--- config.mk ---
export PLATFORM = sky130hd
export DESIGN_NAME = uirq_ctrl
export DESIGN_NICKNAME = d
export VERILOG_FILES = /design/src/uirq_pkg.sv /design/src/uirq_ctrl.sv
export SDC_FILE = /design/constraint.sdc
export NUM_CORES = 1
export LEC_CHECK = 0
export BUFFER_PORTS_ARGS = -buffer_cell sky130_fd_sc_hd__buf_2
export CAP_MARGIN = 25
export CELL_PAD_IN_SITES_DETAIL_PLACEMENT = 0
export CELL_PAD_IN_SITES_GLOBAL_PLACEMENT = 1
export CORE_MARGIN = 4
export CORE_UTILIZATION = 35
export CTS_BUF_LIST = sky130_fd_sc_hd__clkbuf_4
export CTS_CLUSTER_SIZE = 20
export DETAILED_ROUTE_END_ITERATION = 10
export PLACE_DENSITY_LB_ADDON = 0.3
export SLEW_MARGIN = 20
export SYNTH_ARGS = -nofsm -noshare
export SYNTH_HDL_FRONTEND = slang
export SYNTH_SLANG_ARGS = --single-unit
--- constraint.sdc ---
create_clock -name ref_clk -period 3.9 [get_ports ref_clk]
set_clock_uncertainty 0.1 [all_clocks]
set_input_delay 0.975 -clock ref_clk [delete_from_list [all_inputs] [get_ports ref_clk]]
set_output_delay 0.975 -clock ref_clk [all_outputs]
set_load 0.005 [all_outputs]
--- src/uirq_pkg.sv ---
/*
  Constants for the per-channel interrupt mask and line state block of a
  dual UART: register addresses, field positions, reset values and the
  codes shown in the interrupt source register.
  Assumes the parallel register port and its three-bit register address.
*/
// Behaviour
// - mask bits 7-4 unused, read zero, never affect interrupts
// - mask bit 3 raises interrupt while any modem change flag is set
// - mask bit 2 raises interrupt while any receive error bit is set
// - character mode: mask bit 1 interrupts when tx holding register empties
// - fifo mode: tx interrupt only when tx fifo and holding register empty
// - source register shows rx data at level 2, tx empty at level 3
// - character mode: rx interrupt while rx holding register holds data
// - fifo mode: rx interrupt while fill is at or above trigger level
// - source register rx indication follows trigger level with the interrupt
// - line bit 0 set while rx fifo holds a byte, clear when empty
// - tx interrupt cleared by source register read or tx character write
// - all mask bits clear means no interrupts; host polls line state
// - line bit 5 shows the tx holding register empty, and in fifo mode also the tx fifo empty
// - line bit 6 set only when tx holding register and tx shift register empty, and in fifo mode also the tx fifo
// - line bit 7 shows a data error among characters in rx fifo
// - each channel has its own interrupt output pin
// - mask register sits at address 001 and resets to 00
`default_nettype none
package uirq_pkg;
  localparam int NUM_CHAN = 2;
  localparam int CHAN_A = 0;
  localparam int CHAN_B = 1;
  // register addresses in the general set
  localparam logic [2:0] ADDR_TX_RX = 3'h0;
  localparam logic [2:0] ADDR_MASK = 3'h1;
  localparam logic [2:0] ADDR_SOURCE = 3'h2;
  localparam logic [2:0] ADDR_LINE = 3'h5;
  // mask register fields and reset
  localparam int MASK_W = 4;
  localparam int MASK_RX = 0;
  localparam int MASK_TX = 1;
  localparam int MASK_LINE = 2;
  localparam int MASK_MODEM = 3;
  localparam logic [MASK_W-1:0] MASK_RESET = 4'h0;
  // source register codes, bits 3:0
  localparam logic [3:0] SRC_NONE = 4'h1;
  localparam logic [3:0] SRC_LINE = 4'h6;
  localparam logic [3:0] SRC_RX = 4'h4;
  localparam logic [3:0] SRC_TX = 4'h2;
  localparam logic [3:0] SRC_MODEM = 4'h0;
  // line state register fields
  localparam int LINE_RX_READY = 0;
  localparam int LINE_ERR_LO = 1;
  localparam int LINE_TX_EMPTY = 5;
  localparam int LINE_ALL_EMPTY = 6;
  localparam int LINE_FIFO_ERR = 7;
  localparam logic [7:0] RD_RESET = 8'h00;
endpackage
`default_nettype wire

--- src/uirq_ctrl.sv ---
/*
  Interrupt mask, interrupt source and line state logic for both channels
  of a dual UART, behind the parallel register port.
  Assumes bus inputs synchronous to ref_clk, one access per strobe low
  phase, and that fifo counts, error and modem flags come from the
  channel datapaths in the same clock domain.
*/
`default_nettype none
module uirq_ctrl #(
  parameter int FIFO_DEPTH = 16,
  localparam int CW = $clog2(FIFO_DEPTH + 1)
) (
  // clock and reset
  input wire logic ref_clk,
  input wire logic rst_n,
  // parallel register port
  input wire logic [2:0] addr,
  input wire logic csN,
  input wire logic rdN,
  input wire logic wrN,
  input wire logic channelSelect,
  input wire logic [7:0] wrData,
  output logic [7:0] rdData,
  // per-channel state from the datapath, index 0 is channel A
  input wire logic fifoEnable [uirq_pkg::NUM_CHAN],
  input wire logic divisorLatchSel [uirq_pkg::NUM_CHAN],
  input wire logic [CW-1:0] rxCount [uirq_pkg::NUM_CHAN],
  input wire logic [CW-1:0] rxTrigLevel [uirq_pkg::NUM_CHAN],
  input wire logic [CW-1:0] txFifoCount [uirq_pkg::NUM_CHAN],
  input wire logic txHoldEmpty [uirq_pkg::NUM_CHAN],
  input wire logic txShiftEmpty [uirq_pkg::NUM_CHAN],
  input wire logic [3:0] rxErrFlags [uirq_pkg::NUM_CHAN],
  input wire logic rxFifoDataErr [uirq_pkg::NUM_CHAN],
  input wire logic [3:0] modemChange [uirq_pkg::NUM_CHAN],
  // interrupt pins
  output logic irqOutChanA,
  output logic irqOutChanB
);
  import uirq_pkg::*;

  // refused at elaboration: fill counts are sized for at most 255 entries
  if (FIFO_DEPTH < 1 || FIFO_DEPTH > 255) begin : g_bad_depth
    $error("uirq_ctrl: FIFO_DEPTH out of range");
  end

  logic rdPrev_q;
  logic wrPrev_q;
  logic rdStart;
  logic wrStart;
  logic [7:0] rdData_q;
  logic [7:0] rdMux;
  logic [NUM_CHAN-1:0] irq_q;
  logic [NUM_CHAN-1:0] txPend_q;
  logic [NUM_CHAN-1:0] txCondPrev_q;
  logic [MASK_W-1:0] mask_q [NUM_CHAN];
  logic [7:0] lineState [NUM_CHAN];
  logic [7:0] sourceState [NUM_CHAN];
  logic [NUM_CHAN-1:0] chanHit;
  logic [NUM_CHAN-1:0] txCond;
  logic [NUM_CHAN-1:0] anyReq;
  logic [MASK_W-1:0] pend [NUM_CHAN];

  // strobes act once, on the first low cycle
  assign rdStart = !csN && !rdN && rdPrev_q;
  assign wrStart = !csN && !wrN && wrPrev_q;

  always_ff @(posedge ref_clk or negedge rst_n) begin
    if (!rst_n) begin
      rdPrev_q <= 1'h1;
      wrPrev_q <= 1'h1;
    end else begin
      rdPrev_q <= rdN;
      wrPrev_q <= wrN;
    end
  end

  genvar c;
  generate
    for (c = 0; c < NUM_CHAN; c++) begin : g_chan
      // channel A is picked when select is high; divisor set hides the group
      assign chanHit[c] = (channelSelect == (c == CHAN_A)) && !divisorLatchSel[c];

      // character mode watches only the holding register
      assign txCond[c] = fifoEnable[c] ? (txHoldEmpty[c] && txFifoCount[c] == '0)
                                       : txHoldEmpty[c];

      always_comb begin
        pend[c] = '0;
        pend[c][MASK_RX] = fifoEnable[c] ? (rxCount[c] >= rxTrigLevel[c])
                                         : (rxCount[c] != '0);
        pend[c][MASK_TX] = txPend_q[c];
        pend[c][MASK_LINE] = |rxErrFlags[c];
        pend[c][MASK_MODEM] = |modemChange[c];
      end

      // upper mask bits never stored, so they cannot gate anything
      assign anyReq[c] = |(pend[c] & mask_q[c]);

      always_ff @(posedge ref_clk or negedge rst_n) begin
        if (!rst_n) begin
          mask_q[c] <= MASK_RESET;
        end else if (wrStart && chanHit[c] && addr == ADDR_MASK) begin
          mask_q[c] <= wrData[MASK_W-1:0];
        end
      end

      // tx empty is an event: latched on the empty edge, set beats clear
      always_ff @(posedge ref_clk or negedge rst_n) begin
        if (!rst_n) begin
          txCondPrev_q[c] <= 1'h1;
          txPend_q[c] <= 1'h0;
        end else begin
          txCondPrev_q[c] <= txCond[c];
          if (txCond[c] && !txCondPrev_q[c]) begin
            txPend_q[c] <= 1'h1;
          end else if (rdStart && chanHit[c] && addr == ADDR_SOURCE) begin
            txPend_q[c] <= 1'h0;
          end else if (wrStart && chanHit[c] && addr == ADDR_TX_RX) begin
            txPend_q[c] <= 1'h0;
          end
        end
      end

      always_ff @(posedge ref_clk or negedge rst_n) begin
        if (!rst_n) begin
          irq_q[c] <= 1'h0;
        end else begin
          irq_q[c] <= anyReq[c];
        end
      end

      always_comb begin
        lineState[c] = '0;
        lineState[c][LINE_RX_READY] = rxCount[c] != '0;
        lineState[c][LINE_ERR_LO +: 4] = rxErrFlags[c];
        lineState[c][LINE_TX_EMPTY] = txCond[c];
        lineState[c][LINE_ALL_EMPTY] = txCond[c] && txShiftEmpty[c];
        lineState[c][LINE_FIFO_ERR] = fifoEnable[c] && rxFifoDataErr[c];
      end

      // highest enabled source wins: line, rx, tx, modem
      always_comb begin
        sourceState[c] = {fifoEnable[c], fifoEnable[c], 2'h0, SRC_NONE};
        if (pend[c][MASK_LINE] && mask_q[c][MASK_LINE]) begin
          sourceState[c][3:0] = SRC_LINE;
        end else if (pend[c][MASK_RX] && mask_q[c][MASK_RX]) begin
          sourceState[c][3:0] = SRC_RX;
        end else if (pend[c][MASK_TX] && mask_q[c][MASK_TX]) begin
          sourceState[c][3:0] = SRC_TX;
        end else if (pend[c][MASK_MODEM] && mask_q[c][MASK_MODEM]) begin
          sourceState[c][3:0] = SRC_MODEM;
        end
      end

      property p_modem_irq;
        @(posedge ref_clk) disable iff (!rst_n)
        (mask_q[c][MASK_MODEM] && |modemChange[c]) |=> irq_q[c];
      endproperty
      a_modem_irq: assert property (p_modem_irq)
        else $error("modem change enabled but no interrupt");

      property p_line_irq;
        @(posedge ref_clk) disable iff (!rst_n)
        (mask_q[c][MASK_LINE] && |rxErrFlags[c]) |=> irq_q[c];
      endproperty
      a_line_irq: assert property (p_line_irq)
        else $error("line error enabled but no interrupt");

      property p_tx_event;
        @(posedge ref_clk) disable iff (!rst_n)
        $rose(txPend_q[c]) |-> $past(txCond[c]) && !$past(txCondPrev_q[c]);
      endproperty
      a_tx_event: assert property (p_tx_event)
        else $error("tx pending set without empty edge");

      // a mask write in the same cycle legally withdraws the enable
      property p_tx_char;
        @(posedge ref_clk) disable iff (!rst_n)
        (!fifoEnable[c] && txHoldEmpty[c] && !txCondPrev_q[c] && mask_q[c][MASK_TX]
          && !(wrStart && chanHit[c] && addr == ADDR_MASK)) |-> ##2 irq_q[c];
      endproperty
      a_tx_char: assert property (p_tx_char)
        else $error("char mode tx empty did not interrupt");

      property p_tx_fifo;
        @(posedge ref_clk) disable iff (!rst_n)
        (fifoEnable[c] && txFifoCount[c] != '0) |=> !$rose(txPend_q[c]);
      endproperty
      a_tx_fifo: assert property (p_tx_fifo)
        else $error("tx event raised while tx fifo holds data");

      property p_rx_trig;
        @(posedge ref_clk) disable iff (!rst_n)
        (fifoEnable[c] && rxCount[c] < rxTrigLevel[c] && !(|mask_q[c][3:1]))
          |=> !irq_q[c];
      endproperty
      a_rx_trig: assert property (p_rx_trig)
        else $error("rx interrupt below trigger level");

      property p_rx_char;
        @(posedge ref_clk) disable iff (!rst_n)
        (!fifoEnable[c] && rxCount[c] != '0 && mask_q[c][MASK_RX]) |=> irq_q[c];
      endproperty
      a_rx_char: assert property (p_rx_char)
        else $error("rx data held but no interrupt");

      property p_src_rx;
        @(posedge ref_clk) disable iff (!rst_n)
        (fifoEnable[c] && rxCount[c] >= rxTrigLevel[c] && mask_q[c] == 4'h1)
          |-> sourceState[c][3:0] == SRC_RX;
      endproperty
      a_src_rx: assert property (p_src_rx)
        else $error("source register missing rx level 2");

      property p_line_bits;
        @(posedge ref_clk) disable iff (!rst_n)
        lineState[c][LINE_ALL_EMPTY] |-> txShiftEmpty[c] && txHoldEmpty[c]
          && lineState[c][LINE_RX_READY] == (rxCount[c] != '0);
      endproperty
      a_line_bits: assert property (p_line_bits)
        else $error("line state bits inconsistent");

      property p_line_tx;
        @(posedge ref_clk) disable iff (!rst_n)
        (fifoEnable[c] && txFifoCount[c] != '0) |-> !lineState[c][LINE_TX_EMPTY];
      endproperty
      a_line_tx: assert property (p_line_tx)
        else $error("tx empty bit set while tx fifo holds data");

      property p_fifo_err;
        @(posedge ref_clk) disable iff (!rst_n)
        (fifoEnable[c] && rxFifoDataErr[c]) |-> lineState[c][LINE_FIFO_ERR];
      endproperty
      a_fifo_err: assert property (p_fifo_err)
        else $error("fifo data error not shown in line state");

      property p_src_clear;
        @(posedge ref_clk) disable iff (!rst_n)
        (rdStart && chanHit[c] && addr == ADDR_SOURCE && !(txCond[c] && !txCondPrev_q[c]))
          |=> !txPend_q[c];
      endproperty
      a_src_clear: assert property (p_src_clear)
        else $error("source read did not clear tx interrupt");

      property p_hidden_write;
        @(posedge ref_clk) disable iff (!rst_n)
        (wrStart && !chanHit[c]) |=> $stable(mask_q[c]);
      endproperty
      a_hidden_write: assert property (p_hidden_write)
        else $error("mask changed by a write that did not select it");

      property p_no_mask;
        @(posedge ref_clk) disable iff (!rst_n)
        (mask_q[c] == '0) [*2] |-> !irq_q[c];
      endproperty
      a_no_mask: assert property (p_no_mask)
        else $error("interrupt with all mask bits clear");

      property p_irq_eq;
        @(posedge ref_clk) disable iff (!rst_n)
        irq_q[c] == $past(anyReq[c]);
      endproperty
      a_irq_eq: assert property (p_irq_eq)
        else $error("interrupt pin not following enabled sources");

      c_irq_rise: cover property (@(posedge ref_clk) disable iff (!rst_n) $rose(irq_q[c]));
      c_tx_clear: cover property (@(posedge ref_clk) disable iff (!rst_n)
        txPend_q[c] ##1 !txPend_q[c]);
      c_mask_write: cover property (@(posedge ref_clk) disable iff (!rst_n)
        wrStart && chanHit[c] && addr == ADDR_MASK);
      c_src_tx: cover property (@(posedge ref_clk) disable iff (!rst_n)
        rdStart && chanHit[c] && addr == ADDR_SOURCE && sourceState[c][3:0] == SRC_TX);
    end
  endgenerate

  always_comb begin
    rdMux = '0;
    for (int i = 0; i < NUM_CHAN; i++) begin
      if (chanHit[i]) begin
        unique case (addr)
          ADDR_MASK: rdMux = {{(8 - MASK_W){1'h0}}, mask_q[i]};
          ADDR_SOURCE: rdMux = sourceState[i];
          ADDR_LINE: rdMux = lineState[i];
          default: rdMux = '0;
        endcase
      end
    end
  end

  // data captured at strobe start so it stays still for the host
  always_ff @(posedge ref_clk or negedge rst_n) begin
    if (!rst_n) begin
      rdData_q <= RD_RESET;
    end else if (rdStart) begin
      rdData_q <= rdMux;
    end
  end

  property p_mask_read;
    @(posedge ref_clk) disable iff (!rst_n)
    (rdStart && addr == ADDR_MASK) |=> rdData_q[7:4] == 4'h0;
  endproperty
  a_mask_read: assert property (p_mask_read)
    else $error("mask upper bits read nonzero");

  assign rdData = rdData_q;
  assign irqOutChanA = irq_q[CHAN_A];
  assign irqOutChanB = irq_q[CHAN_B];
endmodule
`default_nettype wire

==> reports/metrics.yaml, run 1 <==
outcome: "finished clean"
cts.sinks: 24
syn_nets: 250
syn_inst: 167
worstMarginPinSlew_ns: 0.584
switching_share: 0.266
cts-root-buf: "clkbuf_4"
clk-insertion-delay-late_ns: 0.32
pin_count: 83
fin_tns_setup_ns: 0
die_area_um2: 5540
fillCellCount: 404
min_period_ns: 2.85
antennaDiodeCount: 0
peakVddDrop_mv: 0.142
cts.clk_slew.worst_paths_ns: 0.14
dp_cells: 294
drt-initial-drc-count: 91
dpl_cell_area_um2: 2000
hold_viol: 0
drive_gt1_frac: 0.403
post_drt_wl_per_cell_um: 14.7
critPathKind: "primary input to flop"
slew_headroom: 0.605
p_per_area_nw_per_um2: 304
met2_length_um: 1970
grt.overflow.total: 0
antenna_found_initial: 0
clockBufferDepth: 2
htreeDepth: 1
highest_layer: "met4"
rows: 23
place.gp.congestion: 0.819
drv_slew: 0
crit_path_start_kind: "primary input"
p_comb_frac: 0.234
vias_per_cell: 5.21
path_max_fanout: 4
dp_hpwl_um: 3640
met1_length_um: 2040
numPortBuffers: 78
grt_pass1_wl_um: 7000
area_delta_synth_final_pct: 32.7
post-route-period-util: 0.730
route.vias.total: 1552
synth.yosys.seq_area_share: 0.392
netlist_area_um2: 1550
finalNetCount: 332
post_cts_buffers: 0
drt_first_pass_iters: 4
drc_errors: 0
layout_common_cells: "buf_2, dfrtp_1, nand2_1, nor2_1, inv_1"
critPathRequiredTime_ns: 4.05
synth_cell_type_count: 41
ys.flop_type: "dfrtp_1"
p_leak_nw: 1.02
die_x_um: 74.4
power_switching_w: 0.000166
pwr-share-seq: 0.469
synthArstFlopShare: 1.00
rsz0062_at_grt: "false"
grt_pass1_vias: 1574
track_usage: 0.162
setup_viol: 0
place_worst_setup_slack_ns: 0.714
max_freq_ghz: 0.351
hold_class: "flop to flop"
wl_met3_um: 324
max-cap-violations: 0
hold_buffers: 0
arrival_ns: 3.00
cts_tree: "yes"
clkPwrFrac: 0.296
core_um2: 4140
wirelength_um: 4370
die_h_um: 74.4
synth_edf_count: 0
synth.avg_cell_area_um2: 9.25
initial_utilization: 0.373
end_kind: "flop"
grt_max_degree: 25
instances_no_fill: 298
numCtsBuffers: 3
layout_commonest_cell: "buf_2"
ctsResizeCount: 0
final_area_um2: 2050
antenna_left: 0
timing.final.ws_setup_ns: 1.05
holdWs_ns: 0.443
yosysWarnings: 0
intPower_w: 0.000457
synth-seq-cells: 24
cells by family (layout without fill, tap and decap cells):
logic type / Yosys count / count (layout) / synth area share
and+or+nand+nor: 63 / 63 / 0.214
buffers and inverters: 15 / 96 / 0.0364
AOI/OAI and AO/OA: 45 / 45 / 0.205
DFF: 24 / 24 / 0.392
muxes: 10 / 10 / 0.0721
adders and majority gates: 10 / 10 / 0.0810
cell type report:
type                    instances  area (µm²)  share of cell area
multi-input cells             128         883               0.431
flip-flops and latches         24         606               0.295
repair buffers                 79         398               0.194
well taps                      50        62.6              0.0305
inverters                      13        48.8              0.0238
clock inverters                 1        30.0              0.0146
clock buffers                   3        22.5              0.0110
power groups by stage:
stage / sequential, W / combinational, W / clock [W]
final: 0.000292 / 0.000146 / 0.000184
after CTS: 0.000293 / 0.000149 / 0.000189
after global routing: 0.000297 / 0.000168 / 0.000199
after detailed placement: 0.000298 / 0.000148 / 0
after floorplan: 0.000298 / 0.0000653 / 0
after global placement: 0.000297 / 0.000146 / 0
routing by layer:
metal,vias to the layer above,global-route usage
met5,-,0
met4,0,0.0356
met3,4,0.0230
met2,61,0.268
met1,696,0.224
li1,791,-
Yosys cell counts (5+ instances only):
cell     instances  area [µm²]
mux2_2           9         101
nand3_1          5        25.0
inv_1           13        48.8
ha_1            10         125
a22oi_1          5        37.5
dfrtp_1         20         500
a21oi_1          7        35.0
o21ai_0         11        55.1
nand2_1         15        56.3
nor2_1          14        52.6
worst max-delay path: stages:
cell and delay [ns]:
buf_2 0.11, inv_1 0.05, ha_1 0.27, nand2b_1 0.14, a2111oi_0 0.44, o311ai_1 0.20, o311a_4 0.17, or4b_1 0.52
a31oi_1 0.14
flip-flops by register name (all words and copies together), names as in the netlist:
signal	cells
mask_q	8
irqOutChanB	1
pend	2
rdPrev_q	1
txCondPrev_q	2
wrPrev_q	1
rdData	8
irqOutChanA	1
stage by stage:
stage,power [W],util
after floorplan,0.000363,-
after global routing,0.000665,0.495
after global placement,0.000444,0.482
after CTS,0.000630,0.495
after detailed placement,0.000446,0.482
final,0.000623,0.495
final timing paths:
check,start,end,slack (ns),depth (start not counted)
max in group asynchronous,rst_n,wrPrev_q,2.82,1
min in group asynchronous,rst_n,rdData[2],0.51,1
min reg2reg,rdData[4],rdData[4],0.44,2
min,rdData[4],rdData[4],0.44,2
max,rxCount[5],rdData[0],1.05,9
max reg2reg,rdPrev_q,pend[1],2.18,7
(Power assumes the default switching activity.)
==> run 2, diff against run 1 <==
- CORE_UTILIZATION: 35 -> 33
- clock period: 3.9 -> 2.8 ns (I/O delays scaled with it)
==> reports/metrics.yaml, run 2 (synthesized netlist as in run 1, its figures left out) <==
path_max_fanout: 4
postLayoutCoreUtil: 0.467
antennaDiodeCount: 0
arrival_ns: 2.61
fillCellCount: 460
critPathRequiredTime_ns: 2.95
route.vias.total: 1589
min_period_ns: 2.46
final_area_um2: 2080
vias_per_cell: 5.24
slew_headroom: 0.631
post-route-period-util: 0.879
p_leak_nw: 1.03
drt-initial-drc-count: 69
met1_length_um: 2000
pin_count: 83
numPortBuffers: 78
cts-root-buf: "clkbuf_4"
dpl_cell_area_um2: 2020
place_worst_setup_slack_ns: -0.0141
antenna_left: 0
power_w: 0.000865
core_um2: 4440
drive_gt1_frac: 0.410
rsz0062_at_grt: "false"
timing.final.ws_setup_ns: 0.338
die_h_um: 76.4
numCtsBuffers: 3
antenna_found_initial: 0
hold_class: "primary input to asynchronous set/reset pin"
end_kind: "flop"
peakVddDrop_mv: 0.181
die_x_um: 76.4
highest_layer: "met4"
crit_path_start_kind: "primary input"
drv_slew: 0
area_delta_synth_final_pct: 34.3
dp_hpwl_um: 3760
track_usage: 0.151
ctsResizeCount: 0
initial_utilization: 0.348
cts.clk_slew.worst_paths_ns: 0.13
hold_viol: 0
htreeDepth: 1
wirelength_um: 4420
wl_met3_um: 270
fin_tns_setup_ns: 0
max_freq_ghz: 0.406
clockBufferDepth: 2
met2_length_um: 2120
drc_errors: 0
setup_viol: 0
layout_common_cells: "buf_2, dfrtp_1, nand2_1, nor2_1, inv_1"
outcome: "finished clean"
clk-insertion-delay-late_ns: 0.31
place.gp.congestion: 0.858
critPathKind: "primary input to flop"
max-cap-violations: 0
p_per_area_nw_per_um2: 417
post_drt_wl_per_cell_um: 14.6
drt_first_pass_iters: 4
grt_pass1_vias: 1644
cp_cell_sequence: "buf_2 > inv_1 > ha_1 > nand2b_1 > a2111oi_0 > o311ai_1 > o311a_4 > or4b_1 > a31oi_1"
worstMarginPinSlew_ns: 0.554
grt_pass1_wl_um: 7280
rows: 24
cpMaxStageDelayCell: "or4b_1"
finalNetCount: 335
hold_buffers: 0
layout_commonest_cell: "buf_2"
die_area_um2: 5840
cts.sinks: 24
post_cts_buffers: 0
grt_max_degree: 25
grt.overflow.total: 0
cts_tree: "yes"
slowest_delay_ns: 0.51
==> run 2: final timing paths <==
check	from	end	slack (ns)	cells after the start
worst max-delay path	rxCount[5]	rdData[0]	0.34	9
worst min-delay path	rst_n	mask_q[3]	0.25	1
worst max register to register	rdPrev_q	pend[1]	1.01	6
worst min register to register	rdData[3]	rdData[3]	0.44	2
max in group asynchronous	rst_n	txCondPrev_q[1]	1.97	1
min in group ref_clk	wrN	wrPrev_q	0.38	1
==> run 2: where the power goes <==
group          leakage (nW)  switching [W]  internal, W
combinational         0.714      0.0000982     0.000107
sequential            0.290      0.0000216     0.000387
clock                0.0279       0.000106     0.000145
total                  1.03       0.000226     0.000639
==> run 2: through the flow <==
stage / hold WS, ns / instances
after floorplan: 0.304 / 167
after global placement: 0.405 / 299
after detailed placement: 0.417 / 299
after CTS: 0.251 / 303
after global routing: 0.253 / 303
final: 0.253 / 303
==> run 2: critical path: cells and delay by family <==
family / cells / cell delay, ns
fa+ha+maj: 1 / 0.27
simple gates: 2 / 0.64
compound gates: 4 / 0.87
buf+inv: 2 / 0.13
==> run 2: layout make-up <==
| cell class | instances | area, µm² | share of cell area |
|---|---|---|---|
| well taps | 52 | 65.1 | 0.0313 |
| inverters | 13 | 48.8 | 0.0235 |
| flip-flops and latches | 24 | 606 | 0.292 |
| clock inverters | 1 | 30.0 | 0.0145 |
| repair buffers | 82 | 420 | 0.203 |
| clock buffers | 3 | 22.5 | 0.0108 |
| multi-input cells | 128 | 883 | 0.426 |
==> run 2: metal layers <==
| metal | global-route usage | vias up |
|---|---|---|
| met1 | 0.195 | 729 |
| met4 | 0.0380 | 0 |
| met2 | 0.251 | 58 |
| li1 | - | 798 |
| met3 | 0.0390 | 4 |
| met5 | 0 | - |
